<file path="src/csw_defs.svh">
// Constants for the clock-speed and SRAM wait configuration block.
// Assumes inclusion by bare name from every file that needs offsets or counts.
`ifndef CSW_DEFS_SVH
`define CSW_DEFS_SVH

// =============================================================
// Register word indices (byte address is four times the index).
`define CSW_CFG_IDX 6'h00
`define CSW_STAT_IDX 6'h01

// =============================================================
// Field positions in the configuration byte.
`define CSW_FAST_BIT 7
`define CSW_RSV_BIT 6
`define CSW_WAIT_HI 5
`define CSW_WAIT_LO 4
`define CSW_LONG_BIT 3

// =============================================================
// Reset value and writable-bit mask of the configuration byte.
`define CSW_CFG_RST 8'hB0
`define CSW_CFG_WMASK 8'hB8

// =============================================================
// Timing counts in input-clock periods.
`define CSW_LONG_FAST 8'hC0
`define CSW_LONG_SLOW 8'h60
`define CSW_BASE_CYC 8'h02
`define CSW_WS_CYC 8'h02

`endif

</file>
<file path="src/csw_pkg.sv">
// Types and shared arithmetic for the clock-speed and SRAM wait block.
// Assumes the constants header is on the include path.
`include "csw_defs.svh"

package csw_pkg;

  // =============================================================
  // Sequencer states and access targets.
  typedef enum logic [1:0] {ST_IDLE, ST_LONG, ST_ACCESS, ST_DONE} csw_state_t;
  typedef enum logic [1:0] {TGT_SRAM, TGT_FLASH, TGT_XCVR, TGT_OTHER} csw_tgt_t;

  // Length of one host long-wait period for the given clock flag.
  function automatic logic [7:0] csw_long_len(input logic fast);
    return fast ? `CSW_LONG_FAST : `CSW_LONG_SLOW;
  endfunction

  // Length of the access phase; only SRAM takes the programmed wait states.
  function automatic logic [7:0] csw_acc_len(input logic [1:0] ws, input logic is_sram);
    logic [7:0] ext;
    ext = is_sram ? {6'h00, ws} : 8'h00;
    return 8'(`CSW_BASE_CYC + ext * `CSW_WS_CYC);
  endfunction

  // Targets that suffer the host long wait.
  function automatic logic csw_long_tgt(input logic [1:0] t);
    return t != TGT_OTHER;
  endfunction

endpackage

</file>
<file path="src/csw_ctl_if.sv">
// Internal carrier between the top, the clock divider and the wait timer.
// Assumes one instance inside the top, clocked by the core clock.
interface csw_ctl_if (
  input wire logic clk,  // Core clock.
  input wire logic rst_n // Synchronous reset, active low.
);
  logic fast_clock_flag;
  logic attach_clk_en;
  logic tmr_load;
  logic [7:0] tmr_value;
  logic tmr_done;

  modport div (input clk, rst_n, fast_clock_flag, output attach_clk_en);
  modport tmr (input clk, rst_n, tmr_load, tmr_value, output tmr_done);
  modport top (output fast_clock_flag, tmr_load, tmr_value, input attach_clk_en, tmr_done);
endinterface

</file>
<file path="src/csw_clkdiv.sv">
// Enable generator for the transceiver attachment section.
// Assumes the flag comes from a register on the same clock.
module csw_clkdiv import csw_pkg::*; (
  csw_ctl_if.div ctl // Flag in, enable out.
);
  logic phase_reg;
  logic phase_next;
  logic en_reg;
  logic en_next;

  // =============================================================
  // Divide by two only while the fast flag is set.
  always_comb begin
    phase_next = ctl.fast_clock_flag ? ~phase_reg : 1'b0;
    en_next = ~ctl.fast_clock_flag | phase_next;
  end

  // Registers only. The phase starts high so that, with the flag set, the
  // enable after the high reset value is low and never stands two cycles.
  always_ff @(posedge ctl.clk) begin
    if (!ctl.rst_n) begin
      phase_reg <= 1'b1;
      en_reg <= 1'b1;
    end else begin
      phase_reg <= phase_next;
      en_reg <= en_next;
    end
  end

  assign ctl.attach_clk_en = en_reg;

  a_attach_half_rate: assert property (@(posedge ctl.clk) disable iff (!ctl.rst_n)
    ($past(ctl.fast_clock_flag) && ctl.fast_clock_flag && ctl.attach_clk_en)
      |=> !ctl.attach_clk_en)
    else $error("enable not halved while fast flag set");
  a_attach_full_rate: assert property (@(posedge ctl.clk) disable iff (!ctl.rst_n)
    !ctl.fast_clock_flag |=> ctl.attach_clk_en)
    else $error("enable missing while fast flag clear");

endmodule // csw_clkdiv

</file>
<file path="src/csw_wait_timer.sv">
// Loadable down counter that times long waits and access phases.
// Assumes a load value of at least one; done marks the final counted cycle.
module csw_wait_timer import csw_pkg::*; (
  csw_ctl_if.tmr ctl // Load and value in, done out.
);
  logic [7:0] cnt_reg;
  logic [7:0] cnt_next;

  // =============================================================
  // Count down to zero and rest there; a load restarts the period.
  always_comb begin
    if (ctl.tmr_load) begin
      cnt_next = ctl.tmr_value;
    end else if (cnt_reg != 8'h00) begin
      cnt_next = cnt_reg - 8'h01;
    end else begin
      cnt_next = cnt_reg;
    end
  end

  always_ff @(posedge ctl.clk) begin
    if (!ctl.rst_n) begin
      cnt_reg <= 8'h00;
    end else begin
      cnt_reg <= cnt_next;
    end
  end

  // Done does not look at load, so the sequencer may reload on done.
  assign ctl.tmr_done = (cnt_reg == 8'h01);

  a_tmr_load_value: assert property (@(posedge ctl.clk) disable iff (!ctl.rst_n)
    ctl.tmr_load |=> cnt_reg == $past(ctl.tmr_value))
    else $error("timer did not take load value");

endmodule // csw_wait_timer

</file>
<file path="src/csw_top.sv">
// Clock-speed and SRAM wait configuration with its access sequencer.
// Assumes a classic Wishbone master and requesters on the same clock.
//
// Chosen here: register access over Wishbone and the register addresses.
`include "csw_defs.svh"

module csw_top import csw_pkg::*; (
  input wire logic core_clk, // Input clock, 20 MHz.
  input wire logic rst_n, // Synchronous reset, active low.
  input wire logic wb_cyc_i, // Wishbone cycle.
  input wire logic wb_stb_i, // Wishbone strobe.
  input wire logic wb_we_i, // Wishbone write enable.
  input wire logic [7:0] wb_adr_i, // Wishbone byte address.
  input wire logic [3:0] wb_sel_i, // Wishbone byte selects.
  input wire logic [31:0] wb_dat_i, // Wishbone write data.
  output logic [31:0] wb_dat_o, // Wishbone read data.
  output logic wb_ack_o, // Wishbone acknowledge.
  input wire logic core_req, // Embedded core access request.
  input wire logic [1:0] core_tgt, // Embedded core access target.
  output logic core_ack, // Embedded core access done.
  input wire logic host_req, // Host system access request.
  input wire logic [1:0] host_tgt, // Host system access target.
  output logic host_ack, // Host system access done.
  output logic attach_clk_en, // Transceiver section clock enable.
  output logic fast_clock_flag, // Current fast clock flag.
  output logic [1:0] sram_wait_count // Current SRAM wait states.
);

  // =============================================================
  // Internal carrier and the two helper blocks.
  csw_ctl_if ctl (
    .clk(core_clk),
    .rst_n(rst_n)
  );

  csw_clkdiv u_div (
    .ctl(ctl)
  );

  csw_wait_timer u_tmr (
    .ctl(ctl)
  );

  // =============================================================
  // Register bus state.
  logic [7:0] cfg_reg;
  logic [7:0] cfg_next;
  logic ack_reg;
  logic ack_next;
  logic [31:0] rdat_reg;
  logic [31:0] rdat_next;
  logic [5:0] idx;
  logic wr_commit;
  logic host_long_wait_a;
  logic [7:0] status;

  // =============================================================
  // Sequencer state.
  csw_state_t state_reg;
  csw_state_t state_next;
  logic owner_host_reg;
  logic owner_host_next;
  logic [1:0] tgt_reg;
  logic [1:0] tgt_next;
  logic load;
  logic [7:0] load_value;
  logic fast_sel_reg;
  logic fast_sel_next;
  logic [1:0] ws_sel_reg;
  logic [1:0] ws_sel_next;
  logic [8:0] dur_reg;
  logic [8:0] dur_next;

  assign idx = wb_adr_i[7:2];
  assign fast_clock_flag = cfg_reg[`CSW_FAST_BIT];
  assign sram_wait_count = cfg_reg[`CSW_WAIT_HI:`CSW_WAIT_LO];
  assign host_long_wait_a = cfg_reg[`CSW_LONG_BIT];

  // A write lands on the edge at which the master sees ack.
  assign wr_commit = ack_reg & wb_cyc_i & wb_stb_i & wb_we_i & wb_sel_i[0];

  // Status byte: busy, owner, long wait and access phase.
  assign status = {4'h0, state_reg == ST_ACCESS, state_reg == ST_LONG,
                   owner_host_reg, state_reg != ST_IDLE};

  // =============================================================
  // Bus next-state: one-cycle ack, read data latched with it.
  always_comb begin
    ack_next = wb_cyc_i & wb_stb_i & ~ack_reg;
    rdat_next = rdat_reg;
    cfg_next = cfg_reg;
    if (wb_cyc_i && wb_stb_i && !ack_reg) begin
      case (idx)
        `CSW_CFG_IDX: rdat_next = {24'h000000, cfg_reg};
        `CSW_STAT_IDX: rdat_next = {24'h000000, status};
        default: rdat_next = 32'h00000000;
      endcase
    end
    // The reserved bit and the bits outside this block are never stored.
    if (wr_commit && idx == `CSW_CFG_IDX) begin
      cfg_next = wb_dat_i[7:0] & `CSW_CFG_WMASK;
    end
  end

  // Bus registers; the fast flag and the wait field come up set.
  always_ff @(posedge core_clk) begin
    if (!rst_n) begin
      cfg_reg <= `CSW_CFG_RST;
      ack_reg <= 1'b0;
      rdat_reg <= 32'h00000000;
    end else begin
      cfg_reg <= cfg_next;
      ack_reg <= ack_next;
      rdat_reg <= rdat_next;
    end
  end

  assign wb_ack_o = ack_reg;
  assign wb_dat_o = rdat_reg;

  // =============================================================
  // Sequencer next-state. The core wins a tie; the settings are
  // captured at the start, so a write mid-access cannot stretch it.
  always_comb begin
    state_next = state_reg;
    owner_host_next = owner_host_reg;
    tgt_next = tgt_reg;
    fast_sel_next = fast_sel_reg;
    ws_sel_next = ws_sel_reg;
    load = 1'b0;
    load_value = 8'h00;
    case (state_reg)
      ST_IDLE: begin
        if (core_req) begin
          owner_host_next = 1'b0;
          tgt_next = core_tgt;
          ws_sel_next = sram_wait_count;
          load = 1'b1;
          load_value = csw_acc_len(sram_wait_count, core_tgt == TGT_SRAM);
          state_next = ST_ACCESS;
        end else if (host_req) begin
          owner_host_next = 1'b1;
          tgt_next = host_tgt;
          ws_sel_next = sram_wait_count;
          fast_sel_next = fast_clock_flag;
          load = 1'b1;
          if (host_long_wait_a && csw_long_tgt(host_tgt)) begin
            load_value = csw_long_len(fast_clock_flag);
            state_next = ST_LONG;
          end else begin
            load_value = csw_acc_len(sram_wait_count, host_tgt == TGT_SRAM);
            state_next = ST_ACCESS;
          end
        end
      end
      ST_LONG: begin
        if (ctl.tmr_done) begin
          load = 1'b1;
          load_value = csw_acc_len(ws_sel_reg, tgt_reg == TGT_SRAM);
          state_next = ST_ACCESS;
        end
      end
      ST_ACCESS: begin
        if (ctl.tmr_done) begin
          state_next = ST_DONE;
        end
      end
      ST_DONE: begin
        state_next = ST_IDLE;
      end
      default: begin
        state_next = ST_IDLE;
      end
    endcase
  end

  // Sequencer registers.
  always_ff @(posedge core_clk) begin
    if (!rst_n) begin
      state_reg <= ST_IDLE;
      owner_host_reg <= 1'b0;
      tgt_reg <= 2'h0;
      fast_sel_reg <= 1'b1;
      ws_sel_reg <= 2'h3;
    end else begin
      state_reg <= state_next;
      owner_host_reg <= owner_host_next;
      tgt_reg <= tgt_next;
      fast_sel_reg <= fast_sel_next;
      ws_sel_reg <= ws_sel_next;
    end
  end

  assign ctl.fast_clock_flag = fast_clock_flag;
  assign ctl.tmr_load = load;
  assign ctl.tmr_value = load_value;
  assign attach_clk_en = ctl.attach_clk_en;

  // Acks are one-cycle pulses from the done state.
  assign core_ack = (state_reg == ST_DONE) & ~owner_host_reg;
  assign host_ack = (state_reg == ST_DONE) & owner_host_reg;

  // =============================================================
  // Cycles spent in the current state, read only by the checks below.
  always_comb begin
    if (state_next != state_reg) begin
      dur_next = 9'h001;
    end else if (dur_reg != 9'h1FF) begin
      dur_next = dur_reg + 9'h001;
    end else begin
      dur_next = dur_reg;
    end
  end

  always_ff @(posedge core_clk) begin
    if (!rst_n) begin
      dur_reg <= 9'h001;
    end else begin
      dur_reg <= dur_next;
    end
  end

  // =============================================================
  // Checks.
  a_long_wait_len: assert property (@(posedge core_clk) disable iff (!rst_n)
    (state_reg == ST_LONG && state_next == ST_ACCESS)
      |-> dur_reg == (fast_sel_reg ? 9'h0C0 : 9'h060))
    else $error("long wait length wrong for clock flag");

  a_sram_wait_len: assert property (@(posedge core_clk) disable iff (!rst_n)
    (state_reg == ST_ACCESS && state_next == ST_DONE && tgt_reg == TGT_SRAM)
      |-> dur_reg == 9'h002 + {6'h00, ws_sel_reg, 1'b0})
    else $error("SRAM access length wrong for wait count");

  a_other_access_len: assert property (@(posedge core_clk) disable iff (!rst_n)
    (state_reg == ST_ACCESS && state_next == ST_DONE && tgt_reg != TGT_SRAM)
      |-> dur_reg == 9'h002)
    else $error("non-SRAM access took wait states");

  a_long_entry: assert property (@(posedge core_clk) disable iff (!rst_n)
    (state_reg == ST_IDLE && !core_req && host_req && host_long_wait_a
      && host_tgt != TGT_OTHER) |=> state_reg == ST_LONG)
    else $error("host long wait not started");

  a_long_host_only: assert property (@(posedge core_clk) disable iff (!rst_n)
    (state_reg == ST_LONG) |-> (owner_host_reg && tgt_reg != TGT_OTHER))
    else $error("long wait applied to wrong access");

  a_rsv_reads_zero: assert property (@(posedge core_clk) disable iff (!rst_n)
    (wb_ack_o && !wb_we_i && idx == `CSW_CFG_IDX) |-> wb_dat_o[`CSW_RSV_BIT] == 1'b0)
    else $error("reserved bit read as one");

  a_ack_once: assert property (@(posedge core_clk) disable iff (!rst_n)
    (core_ack || host_ack) |=> !(core_ack || host_ack) ##1 !(core_ack || host_ack))
    else $error("access ack longer than one cycle");

  // Bus handshake: every request gets exactly one single-cycle ack.
  a_bus_ack_answer: assert property (@(posedge core_clk) disable iff (!rst_n)
    (wb_cyc_i && wb_stb_i && !wb_ack_o) |=> wb_ack_o)
    else $error("bus request not acknowledged");

  a_bus_ack_pulse: assert property (@(posedge core_clk) disable iff (!rst_n)
    wb_ack_o |=> !wb_ack_o)
    else $error("bus ack longer than one cycle");

  // Only the writable bits of a committed write reach the register.
  a_cfg_write_mask: assert property (@(posedge core_clk) disable iff (!rst_n)
    (wr_commit && idx == `CSW_CFG_IDX)
      |=> cfg_reg == ($past(wb_dat_i[7:0]) & `CSW_CFG_WMASK))
    else $error("config write stored wrong bits");

  a_cfg_hold: assert property (@(posedge core_clk) disable iff (!rst_n)
    !(wr_commit && idx == `CSW_CFG_IDX) |=> $stable(cfg_reg))
    else $error("config changed without a write");

  // Settings are captured when an access is taken, and the core wins a tie.
  a_ws_capture: assert property (@(posedge core_clk) disable iff (!rst_n)
    (state_reg == ST_IDLE && (core_req || host_req))
      |=> ws_sel_reg == $past(sram_wait_count))
    else $error("wait count not captured at access start");

  a_core_priority: assert property (@(posedge core_clk) disable iff (!rst_n)
    (state_reg == ST_IDLE && core_req) |=> (state_reg == ST_ACCESS && !owner_host_reg))
    else $error("core request not taken first");

  a_fast_capture: assert property (@(posedge core_clk) disable iff (!rst_n)
    (state_reg == ST_IDLE && !core_req && host_req)
      |=> fast_sel_reg == $past(fast_clock_flag))
    else $error("clock flag not captured at host access");

  c_host_long_fast: cover property (@(posedge core_clk) disable iff (!rst_n)
    state_reg == ST_LONG && fast_sel_reg && state_next == ST_ACCESS);
  c_sram_three_ws: cover property (@(posedge core_clk) disable iff (!rst_n)
    state_reg == ST_ACCESS && tgt_reg == TGT_SRAM && ws_sel_reg == 2'h3 && core_ack == 1'b0
      && state_next == ST_DONE);
  c_cfg_write: cover property (@(posedge core_clk) disable iff (!rst_n)
    wr_commit && idx == `CSW_CFG_IDX);
  c_host_long_slow: cover property (@(posedge core_clk) disable iff (!rst_n)
    state_reg == ST_LONG && !fast_sel_reg && state_next == ST_ACCESS);

endmodule // csw_top

</file>
<file path="config.mk">
export PLATFORM = sky130hd
export DESIGN_NAME = csw_top
export DESIGN_NICKNAME = d
export VERILOG_FILES = /design/src/csw_pkg.sv /design/src/csw_ctl_if.sv /design/src/csw_clkdiv.sv /design/src/csw_wait_timer.sv /design/src/csw_top.sv
export VERILOG_INCLUDE_DIRS = /design/src /design/src/src
export SDC_FILE = /design/constraint.sdc
export NUM_CORES = 1
export LEC_CHECK = 0
export ABC_AREA = 1
export BUFFER_PORTS_ARGS = -buffer_cell sky130_fd_sc_hd__buf_4
export CORE_MARGIN = 2
export CORE_UTILIZATION = 46
export CTS_CLUSTER_DIAMETER = 50
export CTS_CLUSTER_SIZE = 24
export DETAILED_ROUTE_END_ITERATION = 16
export PLACE_DENSITY = 0.81
export SLEW_MARGIN = 20
export SYNTH_ARGS = -nofsm -noshare
export SYNTH_HDL_FRONTEND = slang
export SYNTH_SLANG_ARGS = --single-unit
</file>
<file path="constraint.sdc">
create_clock -name core_clk -period 1.6 [get_ports core_clk]
set_input_delay 0.32 -clock core_clk [delete_from_list [all_inputs] [get_ports core_clk]]
set_output_delay 0.32 -clock core_clk [all_outputs]
set_load 0.05 [all_outputs]
</file>
==> results of run 1 <==
## Yosys cell counts
cell type / number / area share, %
a21oi_1: 11 / 3.0
a21oi_2: 1 / 0.47
a21oi_4: 1 / 0.88
a31oi_1: 2 / 0.67
buf_2: 1 / 0.27
buf_4: 28 / 11
clkbuf_1: 1 / 0.20
clkinv_2: 1 / 0.27
conb_1: 1 / 0.20
dfxtp_1: 29 / 31
ha_1: 9 / 6.1
inv_1: 28 / 5.7
inv_2: 2 / 0.40
inv_4: 1 / 0.34
nand2_1: 55 / 11
nand2_2: 2 / 0.67
nand2_4: 1 / 0.61
nand3_1: 21 / 5.7
nand3_4: 1 / 0.94
nand3b_1: 2 / 0.81
nand4_1: 2 / 0.67
nor2_1: 29 / 5.9
nor2_2: 4 / 1.3
nor2_4: 1 / 0.61
nor3_1: 7 / 1.9
nor3_2: 1 / 0.54
nor3b_1: 2 / 0.81
o211ai_1: 3 / 1.2
o21a_1: 1 / 0.40
o21ai_0: 14 / 3.8
o22ai_1: 1 / 0.34
or2_2: 1 / 0.34
xnor2_1: 1 / 0.47
xor2_1: 2 / 0.94
## layer usage
metal	vias up	track usage (%)
li1	892	-
met1	747	22.1
met2	51	30.6
met3	7	5.67
met4	0	6.89
met5	-	0
## power by group
part           total [uW]  leakage, uW  switching (uW)  internal, uW
clock network         571    0.0000450             271           300
registers             979     0.000239             116           863
logic                1610     0.000847            1020           587
total                3160      0.00113            1410          1750
## stage by stage
stage               setup TNS [ns]  std cells  cell area [sq um]  setup slack (ns)
global route               -0.0220        362               2210           -0.0118
CTS                              0        360               2180            0.0638
finish                           0        362               2210             0.105
global placement                 0        352               2100            0.0923
detailed placement               0        352               2100            0.0813
floorplan                        0        291               1950            0.0838
## path summary, 6_finish.rpt
check	endpoint	startpoint	slack (ns)	cells past startpoint
max reg2reg	u_tmr.cnt_reg[7]	state_reg[0]	0.14	10
max	core_ack	state_reg[0]	0.11	4
min reg2reg	u_div.ctl.attach_clk_en	u_div.phase_reg	0.41	1
min	cfg_reg[4]	wb_dat_i[4]	0.25	3
## placed cells by master (no fill, tap or decap), drive strengths merged
cell,synthesis,layout
o211ai,3,3
conb,1,25
nor3,8,8
nand2,58,58
nand3,22,22
o22ai,1,1
o21a,1,1
ha,9,9
nor2,34,34
nand4,2,2
dfxtp,29,29
o21ai,14,14
inv,31,31
clkinv,1,3
clkbuf,1,6
nand3b,2,2
nor3b,2,2
a21oi,13,13
or2,1,1
buf,29,43
a31oi,2,2
xnor2,1,1
xor2,2,2
## kinds of logic after synthesis
| group | count (synthesis) | share of synthesized area, % |
|---|---|---|
| compound gates | 34 | 10.7 |
| xor+xnor | 3 | 1.42 |
| fa+ha+maj | 9 | 6.06 |
| buf+inv | 62 | 18.5 |
| flops | 29 | 31.3 |
| other cells | 1 | 0.202 |
| simple gates | 129 | 31.9 |
## layout make-up
cell class	instances	area (sq um)	share of cell area, %
multi-input cells	200	1040	47.0
inverters	32	124	5.60
clock buffers	6	72.6	3.28
clock inverters	2	10.0	0.453
repair buffers	43	323	14.6
flip-flops and latches	29	581	26.3
well taps	50	62.6	2.83
## what timing repair did
item	4_1_cts	5_1_grt
gates resized for setup	0	4
setup buffers	0	2
setup endpoints to repair	0	7
## worst reg2reg max path, cell delays in order (launching register included)
cell	delay (ns)
dfxtp_1	0.34
inv_1	0.09
ha_1	0.19
inv_2	0.08
nor2_1	0.15
nand3_2	0.14
nor2_4	0.15
nand2_1	0.07
nand2_1	0.08
nor2_1	0.04
nor2_1	0.07
==> results.yml, run 1 <==
outcome:
  outcome: "complete, no violations"
grt:
  first_global_vias: 1507
  grt_antenna_before_repair: 0
  overflow: 0
  grt_first_pass_wirelength_mm: 6.38
  grtUsageTotal_pct: 18.4
  grt_max_degree: 20
logic_synthesis:
  synth_cell_type_count: 34
  syn_inst: 267
  avgSynthCellArea_sq_um: 6.95
  synthesis.area_sq_um: 1860
  synth_seq_cells: 29
  synth_warnings: 0
  seq_area_frac_synth_pct: 31.3
worst_setup_path:
  start_kind: "register"
  cp_max_fo: 4
  endpoint_kind: "primary output"
  worst_path_dominant_cell_family: "flip-flops"
  cpPeakStageDelay_ns: 0.39
  crit_arrival_ns: 1.17
  slowest_stage: "dfxtp_1"
  cp_data_required_time_ns: 1.28
  cp.buffers_inverters: 2
  critPathKind: "reg2out"
  crit_chain: "ha_1 -> inv_1 -> nor2_1 -> buf_4"
die:
  coreArea_sq_um: 3940
  io_pins: 94
  die_w_um: 67.5
  die_y_um: 67.5
  std_cell_rows: 23
  initial_core_util_pct: 47.1
  die_area_sq_um: 4560
timing:
  skew_ns: 0.00603
  period_minus_slack_ns: 1.49
  final_max_slew_viol_count: 0
  hold_viol_final: 0
  finalCritPeriodShare_pct: 93.4
  holdWs_ns: 0.250
  max_freq_mhz: 669
  rsz0062_at_grt: "true"
  setup_violations: 0
route:
  via_count: 1697
  drtIter0Drc: 95
  ant_nets: 0
  detail_route.wl_per_cell_um: 10.5
  post-route-drc-count: 0
  wl_mm: 3.81
  via_per_inst: 4.69
  dr.pass1.iters: 4
  dr_wl_met2_mm: 1.79
  wl_met3_um: 216
  dr.max_layer_used: "met4"
  wl_met1_mm: 1.73
min_path:
  hp-class: "in2reg"
power:
  power_density_nw_per_um2: 1430
  p_total_uw: 3160
  ir_drop_mv: 0.674
  p_leak_uw: 0.00113
finish:
  nFillCells: 371
  final_core_utilization_pct: 56.1
  drive_above_1_share_pct: 22.4
  largest_reg_flops: 8
  syn2layout_area_growth_pct: 19.1
  finalNetCount: 375
  diodes: 0
clocking:
  ctsHoldBuffers: 0
  insertion_delay_ns: 0.28
  clockBufferDepth: 2
  clk_pin_slew_ns: 0.06
  numCtsBuffers: 5
  cts_root_buf: "clkbuf_8"
  htree_levels: 2
  cts_tree: "built"
  clkSinkCount: 29
placed_design:
  dp_hpwl_mm: 2.99
  place.gp.congestion: 0.843
  io_buffers: 35
run:
  maxCapViolCount: 0
Note: power is estimated with default switching activity, not from simulation.
==> run 2, diff against run 1 <==
--- a/config.mk
+++ b/config.mk
@@ -13,8 +13,9 @@
 export CTS_CLUSTER_DIAMETER = 50
 export CTS_CLUSTER_SIZE = 24
 export DETAILED_ROUTE_END_ITERATION = 16
-export PLACE_DENSITY = 0.81
+export PLACE_DENSITY = 0.8
 export SLEW_MARGIN = 20
 export SYNTH_ARGS = -nofsm -noshare
 export SYNTH_HDL_FRONTEND = slang
+export SYNTH_HIERARCHICAL = 1
 export SYNTH_SLANG_ARGS = --single-unit
==> run 2 against run 1 <==
  * Utilization is 3.2 points higher
  * Area after synthesis is 3.8% higher
  * Sequential cell count stayed put
  * Die area is 3.6% higher
  * Critical endpoint is now u_tmr/cnt_reg[0]
  * Count of clock-buffer cells in the layout is 2 higher
  * Global-route usage is 0.34 points higher
==> results.yml, run 2 <==
logic_synthesis:
  yosysMostFrequentCell: "nand2_1"
  ys.flop_type: "dfxtp_1"
  yosys.area.top_type: "dfxtp_1"
  synth_warnings: 6
  yosys-top-cells-area: "dfxtp_1, nand2_1, buf_4"
  synth_edf_count: 0
  synth_seq_cells: 29
  avgSynthCellArea_sq_um: 6.74
  yosys-top-cells-count: "nand2_1, nor2_1, dfxtp_1, inv_1, buf_4"
  synth_top_area_share_pct: 30.1
  async_flop_share_pct: 0
  seq_area_frac_synth_pct: 30.1
  synth_cell_type_count: 30
  synthesis.area_sq_um: 1930
  syn_inst: 286
finish:
  mostFrequentLayoutCells: "nand2_1, buf_4, nor2_1"
  final_common_cell: "nand2_1"
  multiInputGateArea_sq_um: 1160
  finalNetCount: 404
  drive_above_1_share_pct: 26.5
  largest_reg_flops: 8
  ff_latch_area_sq_um: 582
  syn2layout_area_growth_pct: 23.8
  instances_no_fill: 390
  diodes: 0
  nFillCells: 377
clocking:
  ctsHoldBuffers: 0
  numCtsBuffers: 5
  cts_root_buf: "clkbuf_8"
  htree_levels: 2
  insertion_delay_ns: 0.28
  clk_pin_slew_ns: 0.06
  clkSinkCount: 29
  cts_tree: "built"
  clockBufferDepth: 2
timing:
  final_max_slew_viol_count: 0
  skew_ns: 0.00292
  finalWorstSetupSlack_ns: 0.0765
  finalCritPeriodShare_pct: 95.2
  max_freq_mhz: 656
  setup_violations: 0
  holdWs_ns: 0.244
  period_minus_slack_ns: 1.52
  hold_viol_final: 0
grt:
  first_global_vias: 1637
  grt_max_degree: 26
  overflow: 0
  grt_first_pass_wirelength_mm: 6.72
  grt_antenna_before_repair: 0
  grtUsageTotal_pct: 18.7
die:
  coreArea_sq_um: 4030
  die_y_um: 68.7
  die_area_sq_um: 4730
  initial_core_util_pct: 47.9
  io_pins: 94
  die_w_um: 68.7
  std_cell_rows: 23
route:
  wl_mm: 4.03
  via_per_inst: 4.68
  post-route-drc-count: 0
  dr.pass1.iters: 4
  via_count: 1824
  detail_route.wl_per_cell_um: 10.3
  ant_nets: 0
  drtIter0Drc: 42
placed_design:
  dpl_worst_slack_ns: -0.00911
  dp_hpwl_mm: 3.05
  placed_cells: 380
  io_buffers: 35
  place.gp.congestion: 0.860
worst_setup_path:
  cp_data_required_time_ns: 1.77
  critPathKind: "reg2reg"
  worstSetupEndpoint: "u_tmr/cnt_reg[0]"
  start_kind: "register"
  endpoint_kind: "register"
  startpoint: "state_reg[0]"
  crit_arrival_ns: 1.70
  reg2regPathDepth: 13
  cp_max_fo: 10
  worst_r2r_endpoint: "u_tmr/cnt_reg[0]"
  ff2ff_setup_slack_ns: 0.08
  reg2reg_from: "state_reg[0]"
power:
  p_switching_uw: 1680
  clkPwrFrac_pct: 15.1
  switching_share_pct: 45.1
  p_leak_uw: 0.00124
  power_density_nw_per_um2: 1560
  p_int_uw: 2040
  power_frac_seq_pct: 27.6
  p_total_uw: 3720
  power_frac_comb_pct: 57.4
  ir_drop_mv: 0.670
run:
  maxCapViolCount: 0
min_path:
  hp-class: "in2reg"
outcome:
  outcome: "complete, no violations"
[run 2: how the worst min path moves through the flow]
stage / start / endpoint / slack, ns / cells after the start
finish: wb_dat_i[4] / cfg_reg[4] / 0.24 / 3
global route: wb_dat_i[4] / cfg_reg[4] / 0.26 / 3
CTS: wb_dat_i[4] / cfg_reg[4] / 0.24 / 3
detailed placement: u_div/phase_reg / u_div/ctl.attach_clk_en / 0.40 / 1
global placement: u_div/phase_reg / u_div/ctl.attach_clk_en / 0.39 / 1
floorplan: u_div/phase_reg / u_div/ctl.attach_clk_en / 0.38 / 1
[run 2: final cells by class]
class	count	share of cell area, %
clock buffers	8	3.35
inverters	33	5.56
multi-input cells	221	48.5
flip-flops and latches	29	24.4
well taps	50	2.62
repair buffers	49	15.6
[run 2: what timing repair did]
item,CTS,global route
resized for setup,1,15
buffers inserted,0,2
endpoints found under the setup margin,2,9
pin swaps,0,3
[run 2: power groups by stage]
stage	clock network (uW)	logic, uW	registers [uW]
floorplan	0	1420	1060
global placement	0	1910	1030
detailed placement	0	1950	1030
CTS	576	1970	1020
global route	603	2400	1050
finish	560	2130	1030
[run 2: metrics by stage]
step | util, % | setup TNS [ns] | instance area [sq um]
6_report | 59.3 | 0 | 2390
2_1_floorplan | - | 0 | 2040
3_5_place_dp | 55.4 | -0.0112 | 2230
5_1_grt | 59.3 | -0.193 | 2390
3_3_place_gp | 55.4 | 0 | 2230
4_1_cts | 57.4 | 0 | 2310
[run 2: per-layer routing]
metal,vias up,GRT usage (%),part of all wire [%]
li1,964,-,-
met1,806,21.3,42
met2,47,34.6,51
met3,7,2.92,5.2
met4,0,7.60,1.4
met5,-,0,0
[run 2: worst max-delay path, cell delays in order (launching register included)]
cell	delay, ns
dfxtp_2	0.33
inv_1	0.12
ha_4	0.16
inv_4	0.04
a21oi_4	0.12
inv_2	0.07
nand2_4	0.07
inv_6	0.05
nand2_2	0.07
nor2_4	0.05
nand2_4	0.12
clkinv_2	0.07
nor2_1	0.09
nor2_1	0.05
[run 2: kinds of logic after synthesis]
logic type | after synthesis | synth area share, %
simple gates | 142 | 33.0
buf+inv | 62 | 18.0
compound gates | 42 | 12.3
flops | 29 | 30.1
fa+ha+maj | 10 | 6.49
other cells | 1 | 0.194
